===== config.mk =====
export PLATFORM = sky130hd
export DESIGN_NAME = ovc_top
export DESIGN_NICKNAME = d
export VERILOG_FILES = /design/src/include/ovc_pkg.sv /design/src/hw/ovc_channel.sv /design/src/hw/ovc_top.sv
export SDC_FILE = /design/constraint.sdc
export NUM_CORES = 1
export LEC_CHECK = 0
export ABC_AREA = 1
export BUFFER_PORTS_ARGS = -buffer_cell sky130_fd_sc_hd__buf_2
export CELL_PAD_IN_SITES_DETAIL_PLACEMENT = 1
export CELL_PAD_IN_SITES_GLOBAL_PLACEMENT = 1
export CORE_MARGIN = 2
export CORE_UTILIZATION = 43
export DETAILED_ROUTE_END_ITERATION = 16
export HOLD_SLACK_MARGIN = 0.1
export PLACE_DENSITY_LB_ADDON = 0.05
export SETUP_SLACK_MARGIN = 0.05
export SLEW_MARGIN = 30
export SYNTH_ARGS = -nofsm -noshare
export SYNTH_HDL_FRONTEND = slang
export SYNTH_SLANG_ARGS = --single-unit
export TNS_END_PERCENT = 5

===== constraint.sdc =====
create_clock -name sys_clk_in -period 2.9 [get_ports sys_clk_in]
set_clock_uncertainty 0.1 [all_clocks]
set_input_delay 0.29 -clock sys_clk_in [delete_from_list [all_inputs] [get_ports sys_clk_in]]
set_output_delay 0.29 -clock sys_clk_in [all_outputs]
set_load 0.02 [all_outputs]

===== src/include/ovc_pkg.sv =====
// Package with register map, field layout, reset values and timing for output volume control
`default_nettype none
package ovc_pkg;
  localparam int OVC_ADDR_W = 8;
  localparam int OVC_DATA_W = 16;
  localparam int OVC_GAIN_W = 6;
  localparam int OVC_CHANNELS = 4;
  // Register offsets
  localparam logic [7:0] OVC_PHONES_LEFT_LEVEL = 8'h39;
  localparam logic [7:0] OVC_PHONES_RIGHT_LEVEL = 8'h3a;
  localparam logic [7:0] OVC_LINE_LEFT_LEVEL = 8'h3b;
  localparam logic [7:0] OVC_LINE_RIGHT_LEVEL = 8'h3c;
  localparam logic [7:0] OVC_TIMEOUT_CTRL = 8'h3d;
  // Field positions
  localparam int OVC_SILENCE_BIT = 8;
  localparam int OVC_COMMIT_BIT = 7;
  localparam int OVC_ZERO_GATE_BIT = 6;
  localparam int OVC_GAIN_LSB = 0;
  localparam int OVC_TIMEOUT_EN_BIT = 0;
  // Reset values
  localparam logic [5:0] OVC_PHONES_GAIN_RST = 6'h2d;
  localparam logic [5:0] OVC_LINE_GAIN_RST = 6'h39;
  localparam logic [5:0] OVC_GAIN_0DB = 6'h39;
  // Zero-cross timeout
  localparam int OVC_CLK_HZ = 20_000_000;
  localparam int OVC_TIMEOUT_MS = 10;
  localparam int OVC_TIMEOUT_CYC = OVC_CLK_HZ / 1000 * OVC_TIMEOUT_MS;
endpackage : ovc_pkg
`default_nettype wire


===== src/hw/ovc_channel.sv =====
// One output channel: pending gain, zero-cross wait and timeout
`timescale 1ns/100ps
`default_nettype none
module ovc_channel
  import ovc_pkg::*;
#(
  parameter int GAIN_W = OVC_GAIN_W,
  parameter int TIMEOUT_CYC = OVC_TIMEOUT_CYC
) (
  input wire logic sys_clk_in, // System clock
  input wire logic srst_in, // Synchronous reset
  input wire logic [GAIN_W-1:0] rst_gain_in, // Reset gain code
  input wire logic commit_in, // Transfer stored gain
  input wire logic [GAIN_W-1:0] stored_gain_in, // Stored gain code
  input wire logic zero_gate_in, // Zero-cross gating enable
  input wire logic timeout_en_in, // Timeout enable
  input wire logic sample_en_in, // Sample strobe
  input wire logic zero_cross_in, // Zero crossing seen this sample
  output logic [GAIN_W-1:0] gain_out, // Active gain
  output logic pending_out // Change waiting
);
  localparam int CNT_W = $clog2(TIMEOUT_CYC + 1);

  // Refuse sizes the timeout counter and gain path cannot serve
  if (TIMEOUT_CYC < 1 || GAIN_W < 1) begin : g_bad_param
    $error("ovc_channel: bad parameters");
  end

  typedef struct packed {
    logic [GAIN_W-1:0] active;
    logic [GAIN_W-1:0] target;
    logic pending;
    logic [CNT_W-1:0] cnt;
  } ovc_ch_state_t;

  ovc_ch_state_t st_q;
  ovc_ch_state_t st_d;

  always_comb begin
    st_d = st_q;
    if (st_q.pending) begin
      if (timeout_en_in && st_q.cnt != CNT_W'(TIMEOUT_CYC)) begin
        st_d.cnt = st_q.cnt + CNT_W'(1);
      end
      if (sample_en_in && (!zero_gate_in || zero_cross_in)) begin
        st_d.active = st_q.target;
        st_d.pending = 1'b0;
      end else if (timeout_en_in && st_q.cnt == CNT_W'(TIMEOUT_CYC)) begin
        st_d.active = st_q.target;
        st_d.pending = 1'b0;
      end
    end
    if (commit_in) begin
      st_d.target = stored_gain_in;
      st_d.pending = 1'b1;
      st_d.cnt = '0;
    end
  end

  always_ff @(posedge sys_clk_in) begin
    if (srst_in) begin
      st_q.active <= rst_gain_in;
      st_q.target <= rst_gain_in;
      st_q.pending <= 1'b0;
      st_q.cnt <= '0;
    end else begin
      st_q <= st_d;
    end
  end

  assign gain_out = st_q.active;
  assign pending_out = st_q.pending;
endmodule : ovc_channel
`default_nettype wire


===== src/hw/ovc_top.sv =====
// Output volume control register bank for headphone and line pairs
// What this block does
// Each output channel has its own mute, zero-cross enable and gain, independent of the others.
// With zero-cross enabled a new gain waits for the channel's signal to cross zero.
// A pending gain is applied when the zero-cross timeout expires.
// The timeout runs only when the timeout enable bit is set, otherwise the wait is unbounded.
// Writing a gain with the update bit clear only stores it; the active gain stays.
// Writing one to bit 7 of either headphone register commits both headphone gains together.
// Writing one to bit 7 of either line register commits both line gains together.
// Bit 7 is a write-only strobe, never stored.
// Bit 8 of a headphone register mutes that channel, resetting to zero.
// Bit 8 of a line register mutes that channel, resetting to zero.
// Bit 6 of a headphone register enables zero-cross gating, resetting to zero.
// Bit 6 of a line register enables zero-cross gating, resetting to zero.
// Headphone gain codes run from -57dB at 0 in 1dB steps to 0dB at 0x39 and +6dB at 0x3f.
// Line gain codes use the same encoding.
// Headphone gains reset to 0x2d and line gains to 0x39.
// Reads return zero in bit 7 and the stored mute, zero-cross and gain elsewhere.
// Without zero-cross a commit takes effect at the next sample; each channel waits on its own crossing.
`timescale 1ns/100ps
`default_nettype none
module ovc_top
  import ovc_pkg::*;
#(
  parameter int TIMEOUT_CYC = OVC_TIMEOUT_CYC
) (
  input wire logic sys_clk_in, // System clock, 20 MHz
  input wire logic srst_in, // Synchronous reset
  input wire logic [OVC_ADDR_W-1:0] reg_addr_in, // Register address
  input wire logic [OVC_DATA_W-1:0] reg_wdata_in, // Write data
  input wire logic reg_wr_in, // Write strobe
  input wire logic reg_rd_in, // Read strobe
  output logic [OVC_DATA_W-1:0] reg_rdata_out, // Read data, cycle after strobe
  input wire logic sample_en_in, // Codec sample strobe
  input wire logic [OVC_CHANNELS-1:0] zero_cross_in, // Per-channel zero crossing
  output logic [OVC_GAIN_W-1:0] phones_left_gain_out, // Active headphone left gain
  output logic [OVC_GAIN_W-1:0] phones_right_gain_out, // Active headphone right gain
  output logic [OVC_GAIN_W-1:0] line_left_gain_out, // Active line left gain
  output logic [OVC_GAIN_W-1:0] line_right_gain_out, // Active line right gain
  output logic [OVC_CHANNELS-1:0] silence_out, // Mute per channel
  output logic [OVC_CHANNELS-1:0] pending_out // Change waiting per channel
);
  // Refuse a timeout the channel counters cannot serve
  if (TIMEOUT_CYC < 1) begin : g_bad_timeout
    $error("ovc_top: TIMEOUT_CYC must be positive");
  end

  ////////////////////////////////////////////////////////////////////////////
  typedef struct packed {
    logic [OVC_CHANNELS-1:0] silence;
    logic [OVC_CHANNELS-1:0] zero_gate;
    logic [OVC_CHANNELS-1:0][OVC_GAIN_W-1:0] stored;
    logic zero_wait_timeout_enable;
    logic [OVC_DATA_W-1:0] rdata;
    logic [OVC_CHANNELS-1:0] commit;
    logic [OVC_CHANNELS-1:0] gate_sync;
    logic sample;
    logic [OVC_CHANNELS-1:0] zc;
    logic [OVC_CHANNELS-1:0][OVC_GAIN_W-1:0] gain;
    logic [OVC_CHANNELS-1:0] waiting;
  } ovc_state_t;

  ovc_state_t st_q;
  ovc_state_t st_d;
  logic [OVC_CHANNELS-1:0][OVC_GAIN_W-1:0] active;
  logic [OVC_CHANNELS-1:0] pend;
  logic [OVC_CHANNELS-1:0][OVC_GAIN_W-1:0] rst_gain;
  logic [1:0] hit;

  assign rst_gain[0] = OVC_PHONES_GAIN_RST;
  assign rst_gain[1] = OVC_PHONES_GAIN_RST;
  assign rst_gain[2] = OVC_LINE_GAIN_RST;
  assign rst_gain[3] = OVC_LINE_GAIN_RST;

  ////////////////////////////////////////////////////////////////////////////
  // Register decode
  always_comb begin
    int idx;
    idx = 0;
    hit = 2'b00;
    st_d = st_q;
    st_d.commit = '0;
    st_d.rdata = '0;
    st_d.sample = sample_en_in;
    st_d.zc = zero_cross_in;
    st_d.gate_sync = st_q.zero_gate;
    st_d.gain = active;
    st_d.waiting = pend;
    if (reg_addr_in >= OVC_PHONES_LEFT_LEVEL && reg_addr_in <= OVC_LINE_RIGHT_LEVEL) begin
      hit = 2'b01;
      idx = int'(reg_addr_in - OVC_PHONES_LEFT_LEVEL);
    end else if (reg_addr_in == OVC_TIMEOUT_CTRL) begin
      hit = 2'b10;
    end
    if (reg_wr_in) begin
      if (hit == 2'b01) begin
        st_d.silence[idx] = reg_wdata_in[OVC_SILENCE_BIT];
        st_d.zero_gate[idx] = reg_wdata_in[OVC_ZERO_GATE_BIT];
        st_d.stored[idx] = reg_wdata_in[OVC_GAIN_LSB +: OVC_GAIN_W];
        if (reg_wdata_in[OVC_COMMIT_BIT]) begin
          if (idx < 2) begin
            st_d.commit[1:0] = 2'b11;
          end else begin
            st_d.commit[3:2] = 2'b11;
          end
        end
      end else if (hit == 2'b10) begin
        st_d.zero_wait_timeout_enable = reg_wdata_in[OVC_TIMEOUT_EN_BIT];
      end
    end
    if (reg_rd_in) begin
      if (hit == 2'b01) begin
        st_d.rdata[OVC_SILENCE_BIT] = st_q.silence[idx];
        st_d.rdata[OVC_ZERO_GATE_BIT] = st_q.zero_gate[idx];
        st_d.rdata[OVC_GAIN_LSB +: OVC_GAIN_W] = st_q.stored[idx];
      end else if (hit == 2'b10) begin
        st_d.rdata[OVC_TIMEOUT_EN_BIT] = st_q.zero_wait_timeout_enable;
      end
    end
  end

  always_ff @(posedge sys_clk_in) begin
    if (srst_in) begin
      st_q.silence <= '0;
      st_q.zero_gate <= '0;
      st_q.stored[0] <= OVC_PHONES_GAIN_RST;
      st_q.stored[1] <= OVC_PHONES_GAIN_RST;
      st_q.stored[2] <= OVC_LINE_GAIN_RST;
      st_q.stored[3] <= OVC_LINE_GAIN_RST;
      st_q.zero_wait_timeout_enable <= 1'b0;
      st_q.rdata <= '0;
      st_q.commit <= '0;
      st_q.gate_sync <= '0;
      st_q.sample <= 1'b0;
      st_q.zc <= '0;
      st_q.gain <= rst_gain;
      st_q.waiting <= '0;
    end else begin
      st_q <= st_d;
    end
  end

  ////////////////////////////////////////////////////////////////////////////
  // Per-channel gain staging
  for (genvar ch = 0; ch < OVC_CHANNELS; ch++) begin : g_ch
    ovc_channel #(
      .GAIN_W(OVC_GAIN_W),
      .TIMEOUT_CYC(TIMEOUT_CYC)
    ) u_ch (
      .sys_clk_in(sys_clk_in),
      .srst_in(srst_in),
      .rst_gain_in(rst_gain[ch]),
      .commit_in(st_q.commit[ch]),
      .stored_gain_in(st_q.stored[ch]),
      .zero_gate_in(st_q.gate_sync[ch]),
      .timeout_en_in(st_q.zero_wait_timeout_enable),
      .sample_en_in(st_q.sample),
      .zero_cross_in(st_q.zc[ch]),
      .gain_out(active[ch]),
      .pending_out(pend[ch])
    );
  end

  // Outputs straight from flip-flops
  assign reg_rdata_out = st_q.rdata;
  assign phones_left_gain_out = st_q.gain[0];
  assign phones_right_gain_out = st_q.gain[1];
  assign line_left_gain_out = st_q.gain[2];
  assign line_right_gain_out = st_q.gain[3];
  assign silence_out = st_q.silence;
  assign pending_out = st_q.waiting;
endmodule : ovc_top
`default_nettype wire


After elaboration in Yosys (flattened, before gate mapping) --
Index checks and enable logic that the tools add are counted. W data, S select, Z words.
Cells by class: bitwise logic cells 4, order comparisons 5, reduce and logical (&&, ||, !) cells 43, mux-type cells 51, $add $sub $neg 5, eq/ne operators 11
Operator list (number):
- $mux W19 | 8
- $add A18 B1 Y18 const B | 4
- $eq A18 B18 Y1 const B | 4
- $mux W18 | 4
- $ne A18 B18 Y1 const B | 4
- $mux W6 | 11
- $ge A32 B1 Y1 const B | 1
- $lt A32 B3 Y1 const B | 1
- $lt A32 B4 Y1 const B | 1
- $mux W32 | 1
- $bwmux W24 | 1
- $reduce_and A2 Y1 | 9
- $mux W1 | 15
- $logic_and A1 B1 Y1 | 14
- $bmux W6 S2 | 1
- $demux W6 S2 | 1
- $reduce_or A2 Y1 | 5
- $sub A8 B6 Y9 const B | 1
- $bwmux W4 | 2
- $eq A8 B6 Y1 const B | 1
- $ge A8 B6 Y1 const B | 1
- $le A8 B6 Y1 const B | 1
- $mux W2 | 4
- $reduce_bool A2 Y1 | 4
- other kinds (10) | 20
Word-level totals: input bits 33, register bits after elaboration 214, output and inout port bits 48

Longest topological paths before layout --
depth in word-level cells 8, depth in mapped cells 14, mapped depth without buffers 13

By module --
Synthesis repeated with hierarchy kept, for this count alone.
Unflattened totals: cells, all modules 1472, area, all modules 10721.5 sq um
By module, submodules not included:
- ovc_channel | cells each 254, instances 4, area an instance 1810.5 sq um
- ovc_top | cells each 456, instances 1, area an instance 3479.6 sq um

Worst setup path before layout --
OpenSTA, ideal clock, no wires.
kind input-to-reg, start input port reg_addr_in[0], end register st_q[70] in the netlist's numbering, stages on the path 13, slack 0.802 ns, buffers on the path 2, arrival 1.868 ns, data required time 2.670 ns, library setup time 0.130 ns, path through inv_2 buf_1 ha_1 inv_1 nand3_1 inv_1 nor2_4 nand3_2 nor2_4 buf_6 nand3_2 nand2_1 nand3_1
Between the ends: cells in the longest elaborated chain, start to end 8, elaborated cells between the ends (all ways) 16, classes of those cells add/sub (1); order compare (4); eq/ne (2); mux (6); reduce/logical (3)
Ends and longest elaborated chain:
- start: declaration | RTL line ovc_top.sv:29 | input wire logic [OVC_ADDR_W-1:0] reg_addr_in,
- $ge A8 B6 Y1 / $le A8 B6 Y1 (equally long branches) | RTL line ovc_top.sv:89 | if (reg_addr_in >= OVC_PHONES_LEFT_LEVEL && reg_addr_in <= OVC_LINE_RIGHT_LEVEL) begin
- $logic_and A1 B1 Y1 | RTL line ovc_top.sv:89
- $mux W32 | RTL line ovc_top.sv:89
- $ge A32 B1 Y1 (implied by the code) / $lt A32 B4 Y1 (equally long branches) | RTL line ovc_top.sv:99 | st_d.stored[idx] = reg_wdata_in[OVC_GAIN_LSB +: OVC_GAIN_W];
- $logic_and A1 B1 Y1 (implied by the code) | RTL line ovc_top.sv:99
- $mux W6 (implied by the code) | RTL line ovc_top.sv:99
- $demux W6 S2 | RTL line ovc_top.sv:99
- $bwmux W24 | RTL line ovc_top.sv:99
- end signal: assignment | RTL line ovc_top.sv:139 | st_q <= st_d;
- end: declaration | RTL line ovc_top.sv:63 | ovc_state_t st_q;
Parallel ways exist; a longest one is shown, timed or not. A chain may end at the register's enable or synchronous reset.

Worst setup path after layout --
start input port reg_addr_in[0], end register st_q[60] in the netlist's numbering
The elaborated chain is that of the path after synthesis.

==> results.py <==
metrics = {
    "status": {
        "status": "finished, final reports clean",
    },
    "synth": {
        "synth.avg_cell_area_sq_um": 6.98,
        "synth_area_sq_mm": 0.00949,
        "synth_seq_area_share_pct": 43.0,
        "synth_top_cell_by_area": "dfxtp_1",
        "synth_cell_types": 34,
        "postSynthRegisterBits": 204,
        "yosysWarnings": 0,
        "synth_area_leaders": "dfxtp_1, nand2_1, nor2_1",
        "syn_inst": 1359,
        "synth_top_area_share_pct": 43.0,
    },
    "final_layout": {
        "final_cells": 1738,
        "nNetsFinal": 1483,
        "stdcell_area_sq_mm": 0.0111,
        "layout-drive-gt1-share_pct": 11.8,
        "diodes": 0,
        "fillCellCount": 2859,
        "syn2layout_area_growth_pct": 16.7,
        "seq_area_sq_mm": 0.00408,
        "multi_input_area_sq_mm": 0.00460,
    },
    "sta": {
        "fin_setup_tns_ps": 0,
        "relSlewSlack_pct": 48.7,
        "rsz0062_at_grt": "no",
        "finalCritPeriodShare_pct": 73.2,
        "setup_viol": 0,
        "max_freq_mhz": 471,
        "finalCriticalPeriod_ps": 2120,
        "hold_viol_final": 0,
        "tightest_slew_ps": 769,
        "maxSlewViolCount": 0,
    },
    "clock_tree": {
        "cts_tree": "yes",
        "cts.path.max_buffers": 3,
        "clock-sinks": 204,
        "post_cts_resized": 0,
        "h-tree-depth": 1,
        "cts_setup_buffers": 0,
        "cts_buffers": 25,
        "path_clk_slew_ps": 60,
        "worstSkewPairLatency_ps": 510,
        "cts_root_buffer": "clkbuf_16",
    },
    "drt": {
        "ant_nets": 0,
        "drt_first_pass_iters": 4,
        "dr.first_iter.drc_count": 306,
        "num_vias": 8737,
        "wire_per_inst_microns": 14.9,
        "routed_via_density": 5.03,
        "drc_errors": 0,
        "totalWireLength_microns": 25900,
    },
    "place": {
        "placed_area_sq_mm": 0.0100,
        "gp_congestion": 0.821,
        "io_buffers": 65,
        "dp_cells": 1678,
        "dp_hpwl_microns": 18600,
    },
    "global_route": {
        "grt_pass1_wl_microns": 43500,
        "gr-total-overflow": 0,
        "grt_max_degree": 29,
        "antenna_found_initial": 0,
        "grt_pass1_vias": 8818,
        "track_usage_pct": 22.2,
    },
    "setup_path": {
        "crit_family": "simple AND/OR/NAND/NOR gates",
        "required_ps": 3260,
        "crit_path_max_incr_delay_ps": 560,
        "cp_max_fo": 16,
        "critPathLaunchType": "input port",
        "path_cells": "buf_2, inv_2, ha_1, inv_2, o21ai_0, nand3_2, nor2_1, nor2_1, nand2_1",
        "slowest_stage": "o21ai_0",
        "path_class": "in -> reg",
        "critPathBufInv": 3,
        "cp.arrival_ps": 2480,
        "cp-end-kind": "register",
    },
    "floorplanning": {
        "pin_count": 81,
        "fp-row-count": 54,
        "die_area_sq_mm": 0.0233,
        "initial_utilization_pct": 43.6,
        "die_h_microns": 153,
        "die_w_microns": 153,
        "coreArea_sq_mm": 0.0218,
    },
    "power_and_ir_drop": {
        "p_leak_nw": 4.74,
        "p_per_area_mw_per_mm2": 571,
        "ir_drop_v": 0.000465,
    },
    "run": {
        "maxCapViolCount": 0,
    },
    "min_path": {
        "hold_class": "in -> reg",
    },
}
-- stage by stage --
step	power, mW	setup slack [ps]	util [%]	hold slack, ps
2_1_floorplan	2.98	802	-	297
3_3_place_gp	3.04	334	46.1	310
3_5_place_dp	3.04	273	46.1	315
4_1_cts	6.41	764	50.9	114
5_1_grt	6.54	510	50.9	160
6_report	6.32	779	50.9	123
-- cell usage after synthesis, drive strengths merged --
| master | instances |
|---|---|
| conb | 1 |
| nand3b | 9 |
| xnor2 | 7 |
| buf | 32 |
| ha | 10 |
| o21ai | 35 |
| nand2 | 428 |
| xor2 | 35 |
| inv | 146 |
| nand4 | 43 |
| o21bai | 2 |
| nand3 | 73 |
| clkbuf | 18 |
| a21oi | 69 |
| o22ai | 3 |
| dfxtp | 204 |
| nor3 | 22 |
| clkinv | 1 |
| or2 | 16 |
| o22a | 16 |
| nor2 | 189 |
-- area by class of cell --
type	instances	share of cell area [%]
Clock buffer	30	6.09
Clock inverter	15	1.93
Inverter	147	5.00
Multi-Input combinational cell	965	41.5
Sequential cell	204	36.9
Tap cell	280	3.16
Timing Repair Buffer	97	5.45
-- worst paths after layout --
kind | end | cells past startpoint | slack (ps) | startpoint
worst max register to register | g_ch[2].u_ch.st_q[11] | 9 | 790 | g_ch[2].u_ch.st_q[0]
worst max-delay path | st_q[60] | 9 | 780 | reg_addr_in[0]
worst min register to register | line_right_gain_out[0] | 1 | 330 | g_ch[3].u_ch.gain_out[0]
worst min-delay path | st_q[57] | 5 | 120 | reg_addr_in[6]
-- cells in the final DEF, fill, tap and decap left out --
cell type,instances
clkbuf_8,3
buf_4,17
nor2_2,4
nand4_1,41
dfxtp_1,204
clkinv_1,1
nand4_2,2
o21bai_2,2
nor2_8,1
clkbuf_16,25
inv_8,1
ha_1,10
bufinv_16,5
nor2_4,8
inv_1,141
o22a_1,16
dlygate4sd3_1,15
nand3b_1,9
clkinvlp_4,3
inv_2,4
or2_2,16
xnor2_1,7
o22ai_1,3
clkbuf_1,2
nor2_1,176
nand3_2,6
xor2_1,35
nand2_1,426
buf_2,65
nand3_1,67
clkinv_2,6
nand2_2,1
nand2_4,1
conb_1,8
a21oi_2,1
o21ai_0,35
nor3_1,22
a21oi_1,68
inv_4,1
-- flip-flops by register name (all words and copies together), names as in the netlist --
signal,count
st_q,36
line_right_gain_out,6
pending_out,4
silence_out,4
phones_right_gain_out,6
g_ch.u_ch.pending_out,4
st_d,4
line_left_gain_out,6
phones_left_gain_out,6
reg_rdata_out,8
g_ch.u_ch.gain_out,24
g_ch.u_ch.st_q,96
-- tightest hold or removal path, delay by kind of cell --
kind,cells,cell delay (ps)
and+or+nand+nor,4,300
buffers and inverters,1,100
-- metal layers --
metal  wire, microns  GRT usage (%)
met1           12400           28.8
met2           12300           39.5
met3             755           2.87
met4             393           4.85
met5               0              0
-- cell families (layout without fill, tap and decap cells) --
family | Yosys count | count (layout) | synth area share, %
and+or+nand+nor | 780 | 780 | 35.5
DFF | 204 | 204 | 43.0
buffers and inverters | 197 | 289 | 8.78
AOI/OAI and AO/OA | 125 | 125 | 7.44
xor gates and xnor gates | 42 | 42 | 3.88
adders and majority gates | 10 | 10 | 1.32
other | 1 | 8 | 0.0395
-- report_power, final --
| part | total [mW] | internal, mW | switching [mW] |
|---|---|---|---|
| Combinational | 0.183 | 0.0555 | 0.127 |
| Sequential | 2.81 | 2.81 | 0.00509 |
| Clock | 3.32 | 2.10 | 1.22 |
-- timing repair --
| action | in CTS | in global routing |
|---|---|---|
| setup endpoints to repair | 0 | 0 |
| hold buffers | 15 | 0 |
| endpoints found under the hold margin | 40 | 0 |
Power figures use the tool's default switching activity.
